==> config.mk <==
export PLATFORM = sky130hd
export DESIGN_NAME = one_shot_delay_pulse_timer
export DESIGN_NICKNAME = d
export VERILOG_FILES = /design/src/shared/one_shot_pkg.sv /design/src/rtl/timer_channel.sv /design/src/rtl/one_shot_delay_pulse_timer.sv
export VERILOG_INCLUDE_DIRS = /design/src /design/src/shared
export SDC_FILE = /design/constraint.sdc
export NUM_CORES = 1
export LEC_CHECK = 0
export BUFFER_PORTS_ARGS = -buffer_cell sky130_fd_sc_hd__buf_2
export CORE_MARGIN = 3
export CORE_UTILIZATION = 35
export CTS_CLUSTER_DIAMETER = 40
export CTS_CLUSTER_SIZE = 10
export DETAILED_ROUTE_END_ITERATION = 16
export PLACE_DENSITY = 0.48
export REMOVE_ABC_BUFFERS = 1
export SETUP_SLACK_MARGIN = 0.5
export SLEW_MARGIN = 0
export SYNTH_ARGS = -nofsm -noshare
export SYNTH_HDL_FRONTEND = slang
export SYNTH_SLANG_ARGS = --single-unit
==> constraint.sdc <==
create_clock -name clk -period 5.61 [get_ports clk]
set_input_delay 0 -clock clk [delete_from_list [all_inputs] [get_ports clk]]
set_output_delay 0 -clock clk [all_outputs]
set_load 0.05 [all_outputs]
==> src/shared/one_shot_defines.svh <==
// register offsets, field positions, reset values and timing counts
`ifndef ONE_SHOT_DEFINES_SVH
`define ONE_SHOT_DEFINES_SVH
`define ADDR_CLK_GATE 4'h0
`define ADDR_PRESCALE 4'h1
`define ADDR_DLY_MODE 4'h2
`define ADDR_WID_MODE 4'h3
`define ADDR_DLY_RELOAD 4'h4
`define ADDR_WID_RELOAD 4'h5
`define ADDR_START 4'h6
`define ADDR_IRQ_STATUS 4'h7
`define ADDR_IRQ_MASK 4'h8
`define ADDR_OUT_STATE 4'h9
`define ADDR_STOP 4'hA
`define BIT_UNIT_EN 0
`define BIT_START_DLY 0
`define BIT_START_WID 1
`define MODE_RESET 16'h0008
`define RELOAD_RESET 16'hFFFF
`define CLK_GATE_RESET 8'h00
`define PRESCALE_RESET 16'h0000
`define DELAY_EXTRA 16'h0002
`define RIDX_MAX 4
`endif

==> src/shared/one_shot_pkg.sv <==
// types shared by the one-shot timer pair
package one_shot_pkg;
  typedef enum logic [2:0] {
    MODE_INTERVAL = 3'h0,
    MODE_CAPTURE = 3'h2,
    MODE_EVENT = 3'h3,
    MODE_ONE_COUNT = 3'h4,
    MODE_CAP_ONE = 3'h6
  } channel_op_mode_t;

  typedef enum logic [2:0] {
    TRIG_SOFTWARE = 3'h0,
    TRIG_EDGE = 3'h1,
    TRIG_BOTH_EDGES = 3'h2,
    TRIG_MASTER = 3'h4
  } start_trigger_select_t;

  typedef struct packed {
    logic [1:0] channelClockSelect;
    logic unused13;
    logic countSourceSelect;
    logic halfWidthSplit;
    logic [2:0] startTriggerSelect;
    logic [1:0] inputEdgeSelect;
    logic [1:0] unused5;
    logic [2:0] channelOpMode;
    logic startBehaviourBit;
  } mode_reg_t;

  typedef struct packed {
    logic [3:0] addr;
    logic [15:0] wdata;
    logic wr;
    logic rd;
  } reg_req_t;
endpackage : one_shot_pkg

==> src/rtl/timer_channel.sv <==
// one 16-bit timer channel: counter, trigger handling and mode decode
`timescale 1ns/1ps
module timer_channel
  import one_shot_pkg::*;
#(
  parameter int WIDTH = 16
) (
  input wire logic clk,
  input wire logic rst,
  input wire logic enable,
  input wire logic countTick,
  input wire logic softStart,
  input wire logic stopReq,
  input wire logic pinEdge,
  input wire logic pinAnyEdge,
  input wire logic masterIrq,
  input wire mode_reg_t mode,
  input wire logic [WIDTH-1:0] reload,
  input wire logic [WIDTH-1:0] extra,
  output logic irq,
  output logic running,
  output logic [WIDTH-1:0] count
);
  logic [WIDTH-1:0] countQ, countD;
  logic runQ, runD;
  logic irqD;
  logic trig, hwTrig, tick, downMode;
  logic [WIDTH-1:0] loadVal, topVal;

  always_comb begin
    case (start_trigger_select_t'(mode.startTriggerSelect))
      TRIG_EDGE: hwTrig = pinEdge;
      TRIG_BOTH_EDGES: hwTrig = pinAnyEdge;
      TRIG_MASTER: hwTrig = masterIrq;
      default: hwTrig = 1'b0;
    endcase
  end

  assign trig = enable & (softStart | hwTrig);
  // count source: operation clock tick or pin valid edge
  assign tick = enable & (mode.countSourceSelect ? pinEdge : countTick);
  assign downMode = ~mode.channelOpMode[1] | mode.channelOpMode[0];
  // split mode truncates the reload to the low byte
  assign topVal = mode.halfWidthSplit ? {{(WIDTH-8){1'b0}}, reload[7:0]} : reload;
  // extra cycles model trigger-to-load latency of the delay channel
  assign loadVal = WIDTH'(topVal + extra);

  always_comb begin
    countD = countQ;
    runD = runQ;
    irqD = 1'b0;
    if (stopReq || !enable) begin
      runD = 1'b0;
    end else if (trig && (!runQ || (mode.channelOpMode == MODE_ONE_COUNT &&
                                    mode.startBehaviourBit))) begin
      runD = 1'b1;
      countD = downMode ? loadVal : '0;
      // start interrupt for interval/capture, or retrigger in one-count
      if (mode.startBehaviourBit && (mode.channelOpMode == MODE_INTERVAL ||
          mode.channelOpMode == MODE_CAPTURE || runQ)) begin
        irqD = 1'b1;
      end
    end else if (runQ && tick) begin
      if (downMode) begin
        if (countQ == '0) begin
          irqD = 1'b1;
          if (mode.channelOpMode[2]) begin
            runD = 1'b0;
          end else begin
            countD = topVal;
          end
        end else begin
          countD = WIDTH'(countQ - 1'b1);
        end
      end else begin
        countD = WIDTH'(countQ + 1'b1);
      end
    end
  end

  always_ff @(posedge clk or posedge rst) begin
    if (rst) begin
      countQ <= '0;
      runQ <= 1'b0;
    end else begin
      countQ <= countD;
      runQ <= runD;
    end
  end

  // expiry shows in its tick cycle, so a slave loads on that same edge
  assign irq = irqD;
  assign running = runQ;
  assign count = countQ;
endmodule : timer_channel

==> src/rtl/one_shot_delay_pulse_timer.sv <==
// delayed one-shot pulse generator built from a delay and a width channel
`timescale 1ns/1ps
`include "one_shot_defines.svh"
// Functional notes
// - one write setting both start bits starts the delay channel and enables the width channel
// - delay channel raises interrupt after delay, then stops until next trigger
// - width channel starts on delay interrupt; pulse pin goes high then
// - width expiry raises interrupt and drops pin low until next delay interrupt
// - unit clock enable bit 0 gates the whole timer clock
// - 4-bit prescaler field selects system clock divided by two to the n
// - mode bits 15:14 pick operation clock 0, 2, 1 or 3
// - mode bit 12 counts operation clock or timer input pin edges
// - mode bits 10:8 choose software, pin edge, both edges or master start
// - mode bits 3:1 choose operating mode and counting direction
// - interval and capture: behaviour bit 1 gives start interrupt and output change
// - one-count: behaviour bit 1 accepts retrigger with interrupt, else ignored
// - width channel bit 11 selects 16-bit or 8-bit operation
// - delay to interrupt equals reload plus two count periods
// - pulse width equals width reload times count period
// - slave output set by master interrupt, cleared by own interrupt
module one_shot_delay_pulse_timer
  import one_shot_pkg::*;
#(
  parameter int WIDTH = 16,
  parameter int PRESCALE_BITS = 15
) (
  input wire logic clk,
  input wire logic rst,
  input wire reg_req_t regReq,
  output logic [15:0] regRdata,
  input wire logic delayTimerInput,
  input wire logic widthTimerInput,
  output logic pulseOutputPin,
  output logic pulseOutputEn,
  output logic irq
);
  logic [7:0] clkGate_q, clkGate_d;
  logic [15:0] prescale_q, prescale_d;
  mode_reg_t dlyMode_q, dlyMode_d, widMode_q, widMode_d;
  logic [WIDTH-1:0] dlyReload_q, dlyReload_d, widReload_q, widReload_d;
  logic [1:0] irqStatus_q, irqStatus_d, irqMask_q, irqMask_d;
  logic pulse_q, pulse_d;
  logic [15:0] rdata_q, rdata_d;
  logic [PRESCALE_BITS-1:0] div_q, div_d;
  logic [PRESCALE_BITS:0] divNext;
  logic [1:0] dlySync_q, widSync_q;
  logic dlyPrev_q, widPrev_q;
  logic unitEn;
  logic [3:0] opTick;
  logic dlyTick, widTick;
  logic dlyStart, widStart, dlyStop, widStop;
  logic dlyIrq, widIrq, dlyRun, widRun;
  logic [WIDTH-1:0] dlyCount, widCount;
  logic dlyRise, dlyFall, widRise, widFall;
  logic dlyEdge, widEdge;
  logic dlyEn_q, dlyEn_d, widEn_q, widEn_d;

  assign unitEn = clkGate_q[`BIT_UNIT_EN];

  // free-running divider; tick n is a one-cycle pulse at system_clock / 2^n
  assign divNext = {1'b0, div_q} + 1'b1;
  always_comb begin
    div_d = unitEn ? divNext[PRESCALE_BITS-1:0] : '0;
  end

  function automatic logic prescaleTick(input logic [3:0] sel,
                                        input logic [PRESCALE_BITS:0] nxt,
                                        input logic [PRESCALE_BITS-1:0] cur);
    logic [PRESCALE_BITS:0] carries;
    carries = nxt ^ {1'b0, cur};
    if (sel == 4'h0) begin
      prescaleTick = 1'b1;
    end else begin
      // tick when bit sel-1 carries out, i.e. every 2^sel cycles
      prescaleTick = carries[sel];
    end
  endfunction : prescaleTick

  // clocks 0..3 each use their own 4-bit prescale field; none is fixed
  genvar gi;
  generate
    for (gi = 0; gi < 4; gi++) begin : g_tick
      assign opTick[gi] = unitEn & prescaleTick(prescale_q[gi*4 +: 4], divNext, div_q);
    end
  endgenerate

  // field code 01 is clock 2 and 10 is clock 1
  function automatic logic pickTick(input logic [1:0] sel, input logic [3:0] t);
    case (sel)
      2'b00: pickTick = t[0];
      2'b01: pickTick = t[2];
      2'b10: pickTick = t[1];
      default: pickTick = t[3];
    endcase
  endfunction : pickTick

  assign dlyTick = pickTick(dlyMode_q.channelClockSelect, opTick);
  assign widTick = pickTick(widMode_q.channelClockSelect, opTick);

  // pin inputs are asynchronous; edge logic reads only the second stage
  always_ff @(posedge clk or posedge rst) begin
    if (rst) begin
      dlySync_q <= 2'b00;
      widSync_q <= 2'b00;
      dlyPrev_q <= 1'b0;
      widPrev_q <= 1'b0;
    end else begin
      dlySync_q <= {dlySync_q[0], delayTimerInput};
      widSync_q <= {widSync_q[0], widthTimerInput};
      dlyPrev_q <= dlySync_q[1];
      widPrev_q <= widSync_q[1];
    end
  end

  assign dlyRise = dlySync_q[1] & ~dlyPrev_q;
  assign dlyFall = ~dlySync_q[1] & dlyPrev_q;
  assign widRise = widSync_q[1] & ~widPrev_q;
  assign widFall = ~widSync_q[1] & widPrev_q;
  // edge select 00 falling, 01 rising, otherwise both
  assign dlyEdge = (dlyMode_q.inputEdgeSelect == 2'b00) ? dlyFall :
                   (dlyMode_q.inputEdgeSelect == 2'b01) ? dlyRise : (dlyRise | dlyFall);
  assign widEdge = (widMode_q.inputEdgeSelect == 2'b00) ? widFall :
                   (widMode_q.inputEdgeSelect == 2'b01) ? widRise : (widRise | widFall);

  // both start bits in one write enable both channels in the same cycle; only the delay channel is started
  assign dlyStart = regReq.wr && regReq.addr == `ADDR_START &&
                    regReq.wdata[`BIT_START_DLY];
  assign widStart = regReq.wr && regReq.addr == `ADDR_START &&
                    regReq.wdata[`BIT_START_WID];
  assign dlyStop = regReq.wr && regReq.addr == `ADDR_STOP && regReq.wdata[`BIT_START_DLY];
  assign widStop = regReq.wr && regReq.addr == `ADDR_STOP && regReq.wdata[`BIT_START_WID];

  // start bits enable a channel until its stop bit; the start edge itself counts
  always_comb begin
    dlyEn_d = dlyEn_q;
    widEn_d = widEn_q;
    if (dlyStop) begin
      dlyEn_d = 1'b0;
    end
    if (widStop) begin
      widEn_d = 1'b0;
    end
    if (dlyStart) begin
      dlyEn_d = 1'b1;
    end
    if (widStart) begin
      widEn_d = 1'b1;
    end
  end

  // delay channel adds two periods of latency to its reload
  timer_channel #(.WIDTH(WIDTH)) u_delay (
    .clk(clk),
    .rst(rst),
    .enable(unitEn & (dlyEn_q | dlyStart)),
    .countTick(dlyTick),
    .softStart(dlyStart),
    .stopReq(dlyStop),
    .pinEdge(dlyEdge),
    .pinAnyEdge(dlyRise | dlyFall),
    .masterIrq(1'b0),
    .mode(dlyMode_q),
    .reload(dlyReload_q),
    .extra(WIDTH'(`DELAY_EXTRA - 16'h0001)),
    .irq(dlyIrq),
    .running(dlyRun),
    .count(dlyCount)
  );

  // width channel is triggered by the delay interrupt as slave
  timer_channel #(.WIDTH(WIDTH)) u_width (
    .clk(clk),
    .rst(rst),
    .enable(unitEn & (widEn_q | widStart)),
    .countTick(widTick),
    .softStart(1'b0),
    .stopReq(widStop),
    .pinEdge(widEdge),
    .pinAnyEdge(widRise | widFall),
    .masterIrq(dlyIrq),
    .mode(widMode_q),
    .reload(widReload_q),
    .extra(WIDTH'(16'hFFFF)),
    .irq(widIrq),
    .running(widRun),
    .count(widCount)
  );

  // slave output: set by master interrupt, cleared by own; set wins
  // width is exact only if the width clock is no slower than the delay clock
  always_comb begin
    pulse_d = pulse_q;
    if (widIrq) begin
      pulse_d = 1'b0;
    end
    if (dlyIrq) begin
      pulse_d = 1'b1;
    end
  end

  // register file
  always_comb begin
    clkGate_d = clkGate_q;
    prescale_d = prescale_q;
    dlyMode_d = dlyMode_q;
    widMode_d = widMode_q;
    dlyReload_d = dlyReload_q;
    widReload_d = widReload_q;
    irqMask_d = irqMask_q;
    irqStatus_d = irqStatus_q;
    rdata_d = 16'h0000;
    if (regReq.wr) begin
      case (regReq.addr)
        `ADDR_CLK_GATE: clkGate_d = regReq.wdata[7:0];
        `ADDR_PRESCALE: prescale_d = regReq.wdata;
        `ADDR_DLY_MODE: dlyMode_d = mode_reg_t'(regReq.wdata);
        `ADDR_WID_MODE: widMode_d = mode_reg_t'(regReq.wdata);
        `ADDR_DLY_RELOAD: dlyReload_d = regReq.wdata[WIDTH-1:0];
        `ADDR_WID_RELOAD: widReload_d = regReq.wdata[WIDTH-1:0];
        `ADDR_IRQ_MASK: irqMask_d = regReq.wdata[1:0];
        default: ;
      endcase
    end
    if (regReq.rd) begin
      case (regReq.addr)
        `ADDR_CLK_GATE: rdata_d = {8'h00, clkGate_q};
        `ADDR_PRESCALE: rdata_d = prescale_q;
        `ADDR_DLY_MODE: rdata_d = dlyMode_q;
        `ADDR_WID_MODE: rdata_d = widMode_q;
        `ADDR_DLY_RELOAD: rdata_d = 16'(dlyReload_q);
        `ADDR_WID_RELOAD: rdata_d = 16'(widReload_q);
        `ADDR_START: rdata_d = {14'h0000, widRun, dlyRun};
        `ADDR_IRQ_STATUS: begin
          rdata_d = {14'h0000, irqStatus_q};
          irqStatus_d = 2'b00;
        end
        `ADDR_IRQ_MASK: rdata_d = {14'h0000, irqMask_q};
        `ADDR_OUT_STATE: rdata_d = {15'h0000, pulse_q};
        default: rdata_d = 16'h0000;
      endcase
    end
    // a new event in the clearing cycle survives the read
    irqStatus_d = irqStatus_d | {widIrq, dlyIrq};
  end

  always_ff @(posedge clk or posedge rst) begin
    if (rst) begin
      clkGate_q <= `CLK_GATE_RESET;
      prescale_q <= `PRESCALE_RESET;
      dlyMode_q <= mode_reg_t'(`MODE_RESET);
      widMode_q <= mode_reg_t'(`MODE_RESET);
      dlyReload_q <= WIDTH'(`RELOAD_RESET);
      widReload_q <= WIDTH'(`RELOAD_RESET);
      irqStatus_q <= 2'b00;
      irqMask_q <= 2'b00;
      pulse_q <= 1'b0;
      rdata_q <= 16'h0000;
      div_q <= '0;
      dlyEn_q <= 1'b0;
      widEn_q <= 1'b0;
    end else begin
      clkGate_q <= clkGate_d;
      prescale_q <= prescale_d;
      dlyMode_q <= dlyMode_d;
      widMode_q <= widMode_d;
      dlyReload_q <= dlyReload_d;
      widReload_q <= widReload_d;
      irqStatus_q <= irqStatus_d;
      irqMask_q <= irqMask_d;
      pulse_q <= pulse_d;
      rdata_q <= rdata_d;
      div_q <= div_d;
      dlyEn_q <= dlyEn_d;
      widEn_q <= widEn_d;
    end
  end

  assign regRdata = rdata_q;
  assign pulseOutputPin = pulse_q;
  assign pulseOutputEn = 1'b1;
  assign irq = |(irqStatus_q & irqMask_q);
endmodule : one_shot_delay_pulse_timer

==> reports/qor.yml <==
status:
  status: "finished clean"
synth:
  yosysSeqAreaShare_pct: 39.48
  synth_edf_count: 0
  ys_ff_latch: 166
  synth_flop_cell: "dfrtp_1"
  yosys-top-cells-area: "dfrtp_1 (31%), mux2_2 (10%), dfstp_2 (8.4%), nand2_1 (3.7%), nor2_1 (3.4%)"
  ys_types: 85
  ys_warn_count: 0
  syn-cell-area_um2: 10630
  post-synth-top-area-cell: "dfrtp_1"
  synthesis.instances: 1165
  syn_area_per_cell_um2: 9.124
  async_reset_ff_share_pct: 100.0
  synth_top_area_share_pct: 31.08
floorplan:
  ioPinCount: 45
  dieWidth_um: 180.3
  die_h_um: 180.3
  dieArea_um2: 32500
  rows: 63
  floorplan.initialDensity_pct: 35.67
  core_area_um2: 29800
cells_and_area:
  fin_nets: 1221
  syn_to_final_growth_pct: 12.11
  multi_input_area_um2: 6012
  drive_gt1_share_pct: 20.48
  ff_latch_area_um2: 4197
  diodes: 0
  design_area_um2: 11920
  fill_cells: 2985
critical_path:
  worst_ep_required_time_ns: 5.93
  cp.arrival_ns: 4.91
  crit_path_start_kind: "register"
  crit_fanout: 27
  end_kind: "register"
  critPathKind: "reg -> reg"
clocking:
  ctsLongestPathBuffers: 2
  clock-sinks: 166
  clk_pin_slew_ns: 0.08
  h-tree-depth: 4
  cts_buffers: 17
  clock_latency_ns: 0.44
  clockRootBuffer: "clkbuf_16"
  cts_tree: "built"
  post-cts-setup-buffer-count: 0
placement:
  placedInstanceArea_um2: 11140
  dp_hpwl_um: 24040
  gp_congestion: 0.8663
  io_buffers: 43
timing:
  period_needed_ns: 4.587
  skew_ns: 0.01624
  totalNegativeSetupSlack_ns: 0
  final.period_utilization_pct: 81.76
  setup_violations: 0
  rsz0062_at_grt: "no"
  drv_slew: 0
  maxSlewHeadroom_pct: 35.50
  hold_viol_final: 0
  fmax_mhz: 218.0
  tightest_slew_ns: 0.9652
grt:
  grt_pass1_vias: 8972
  grt_first_pass_wirelength_um: 53750
  grt_overflow: 0
  track_usage_pct: 20.68
  antenna_found_initial: 0
  grt_max_degree: 63
power:
  leakagePower_nw: 4.787
  power_mw: 4.223
  irDropWorstVdd_v: 0.0002121
  power.density_nw_per_um2: 354.4
worst_hold_path:
  worstHoldPathType: "in -> reg"
routing:
  postRouteAntennaNets: 0
  drcViolationCount: 0
  dr_total_vias: 9315
  avgRoutedWirePerCell_um: 21.21
  vias_per_cell: 5.873
  wl_um: 33640
  dr.pass1.iters: 5
  drt-initial-drc-count: 603
job:
  drv_cap: 0
[sequential cells by signal, summed over array words and instances (netlist names), 8 cells and up]
name	flops
widReload_q	16
regRdata	16
clkGate_q	8
dlyReload_q	16
prescale_q	16
u_delay.count	16
widMode_q	16
u_width.count	16
div_q	15
dlyMode_q	16
[synthesized netlist by cell type (5+ instances only)]
cell type	count
dfrtp_1	132
nand2_1	106
mux2_2	97
nor2_1	97
clkbuf_1	64
a21oi_1	51
o21ai_0	47
nand3_1	43
a22oi_1	42
dfstp_2	34
nor3_1	33
a31oi_1	32
inv_1	28
xor2_1	25
xnor2_1	23
and2_1	17
and3_1	17
nand2b_1	16
nand4_1	15
nor2b_1	14
o22ai_1	13
ha_1	12
or3_1	12
a211o_1	9
a211oi_1	9
o211ai_1	9
o21a_1	9
and4_1	8
mux2i_1	8
nor4_1	8
a21o_1	7
a311oi_1	7
buf_2	7
nand4b_1	7
a22o_1	6
nand3b_1	5
o221ai_1	5
o32ai_1	5
[placed cells by master, fill, tap and decap left out, drive strengths merged, types with 6 or more instances in the layout]
cell / n
a311oi: 7
nand3: 45
xnor2: 23
a31oi: 33
buf: 59
nand4: 15
clkbuf: 23
nor2: 98
nor3: 33
a21oi: 51
a211o: 9
dlygate4sd3: 20
mux2i: 8
dfstp: 34
o22ai: 13
nor2b: 14
xor2: 25
and3: 17
and4: 8
or3b: 6
a21o: 7
dfrtp: 132
a211oi: 9
o211ai: 10
nand2b: 16
nand2: 107
inv: 29
nor4: 8
ha: 12
nand4b: 7
o21a: 9
or3: 12
mux2: 97
a22o: 6
and2: 17
a22oi: 42
o21ai: 49
[worst max-delay path, cell delays in order (launching register included)]
cell	delay (ns)
dfrtp_1	0.45
inv_1	0.13
ha_1	0.19
or3b_1	0.40
nor4b_1	0.67
nand3_2	0.29
nor2_2	0.44
nand4b_1	0.20
a31oi_1	0.29
o21ai_2	0.25
nand2_2	0.55
mux2_2	0.40
a41o_1	0.20
[report_power, final]
| group | internal (mW) | switching [mW] |
|---|---|---|
| clock network | 0.652 | 0.515 |
| logic | 0.551 | 0.626 |
| registers | 1.46 | 0.419 |
[timing repair]
action / in CTS / in global routing
gates resized for setup: 0 / 0
endpoints found under the hold margin: 135 / 0
hold buffers: 20 / 0
[metrics by stage]
stage / hold WS [ns] / cells / util [%] / worst slack (ns)
6_report: 0.03432 / 1586 / 39.99 / 1.023
3_3_place_gp: 0.05647 / 1534 / 37.39 / 1.176
4_1_cts: 0.01846 / 1586 / 39.99 / 1.055
3_5_place_dp: 0.05677 / 1534 / 37.39 / 1.069
5_1_grt: 0.04524 / 1586 / 39.99 / 0.6617
2_1_floorplan: 0.03143 / 1085 / - / 1.176
[worst paths after layout]
check / startpoint / endpoint / slack (ns) / depth (start not counted)
setup / recovery: u_delay.count[0] / u_width.count[6] / 1.02 / 12
hold / removal: regReq[20] / dlyEn_q / 0.03 / 3
setup reg to reg: u_delay.count[0] / u_width.count[6] / 1.02 / 12
hold reg to reg: dlySync_q[0] / dlySync_q[1] / 0.36 / 0
max in group asynchronous: rst / prescale_q[0] / 4.28 / 4
min in group asynchronous: rst / u_delay.count[1] / 0.14 / 3
[layout make-up]
type,count,share of cell area [%]
Timing Repair Buffer,79,4.494
Sequential cell,166,35.22
Multi-Input combinational cell,891,50.45
Clock buffer,23,4.011
Inverter,28,0.9240
Clock inverter,9,0.8085
Tap cell,390,4.095
[logic make-up after synthesis]
| logic type | share of synthesized area, % |
|---|---|
| and+or+nand+nor | 20.27 |
| AOI/OAI and AO/OA | 19.62 |
| DFF | 39.48 |
| buffers and inverters | 4.191 |
| muxes | 11.03 |
| xor gates and xnor gates | 3.955 |
| adders and majority gates | 1.413 |
| other | 0.03528 |
[routing by layer]
metal  share of wire [%]  GRT usage [%]  up-vias  routed length [um]
met3                 3.3          2.927       26                1103
met1                  50          30.64     4697               16690
met4                 1.4          4.698        0                 463
met2                  46          32.05      224               15390
li1                    -              -     4368                   -
met5                   0              0        -                   0
Note: power is estimated with default switching activity, not from simulation.
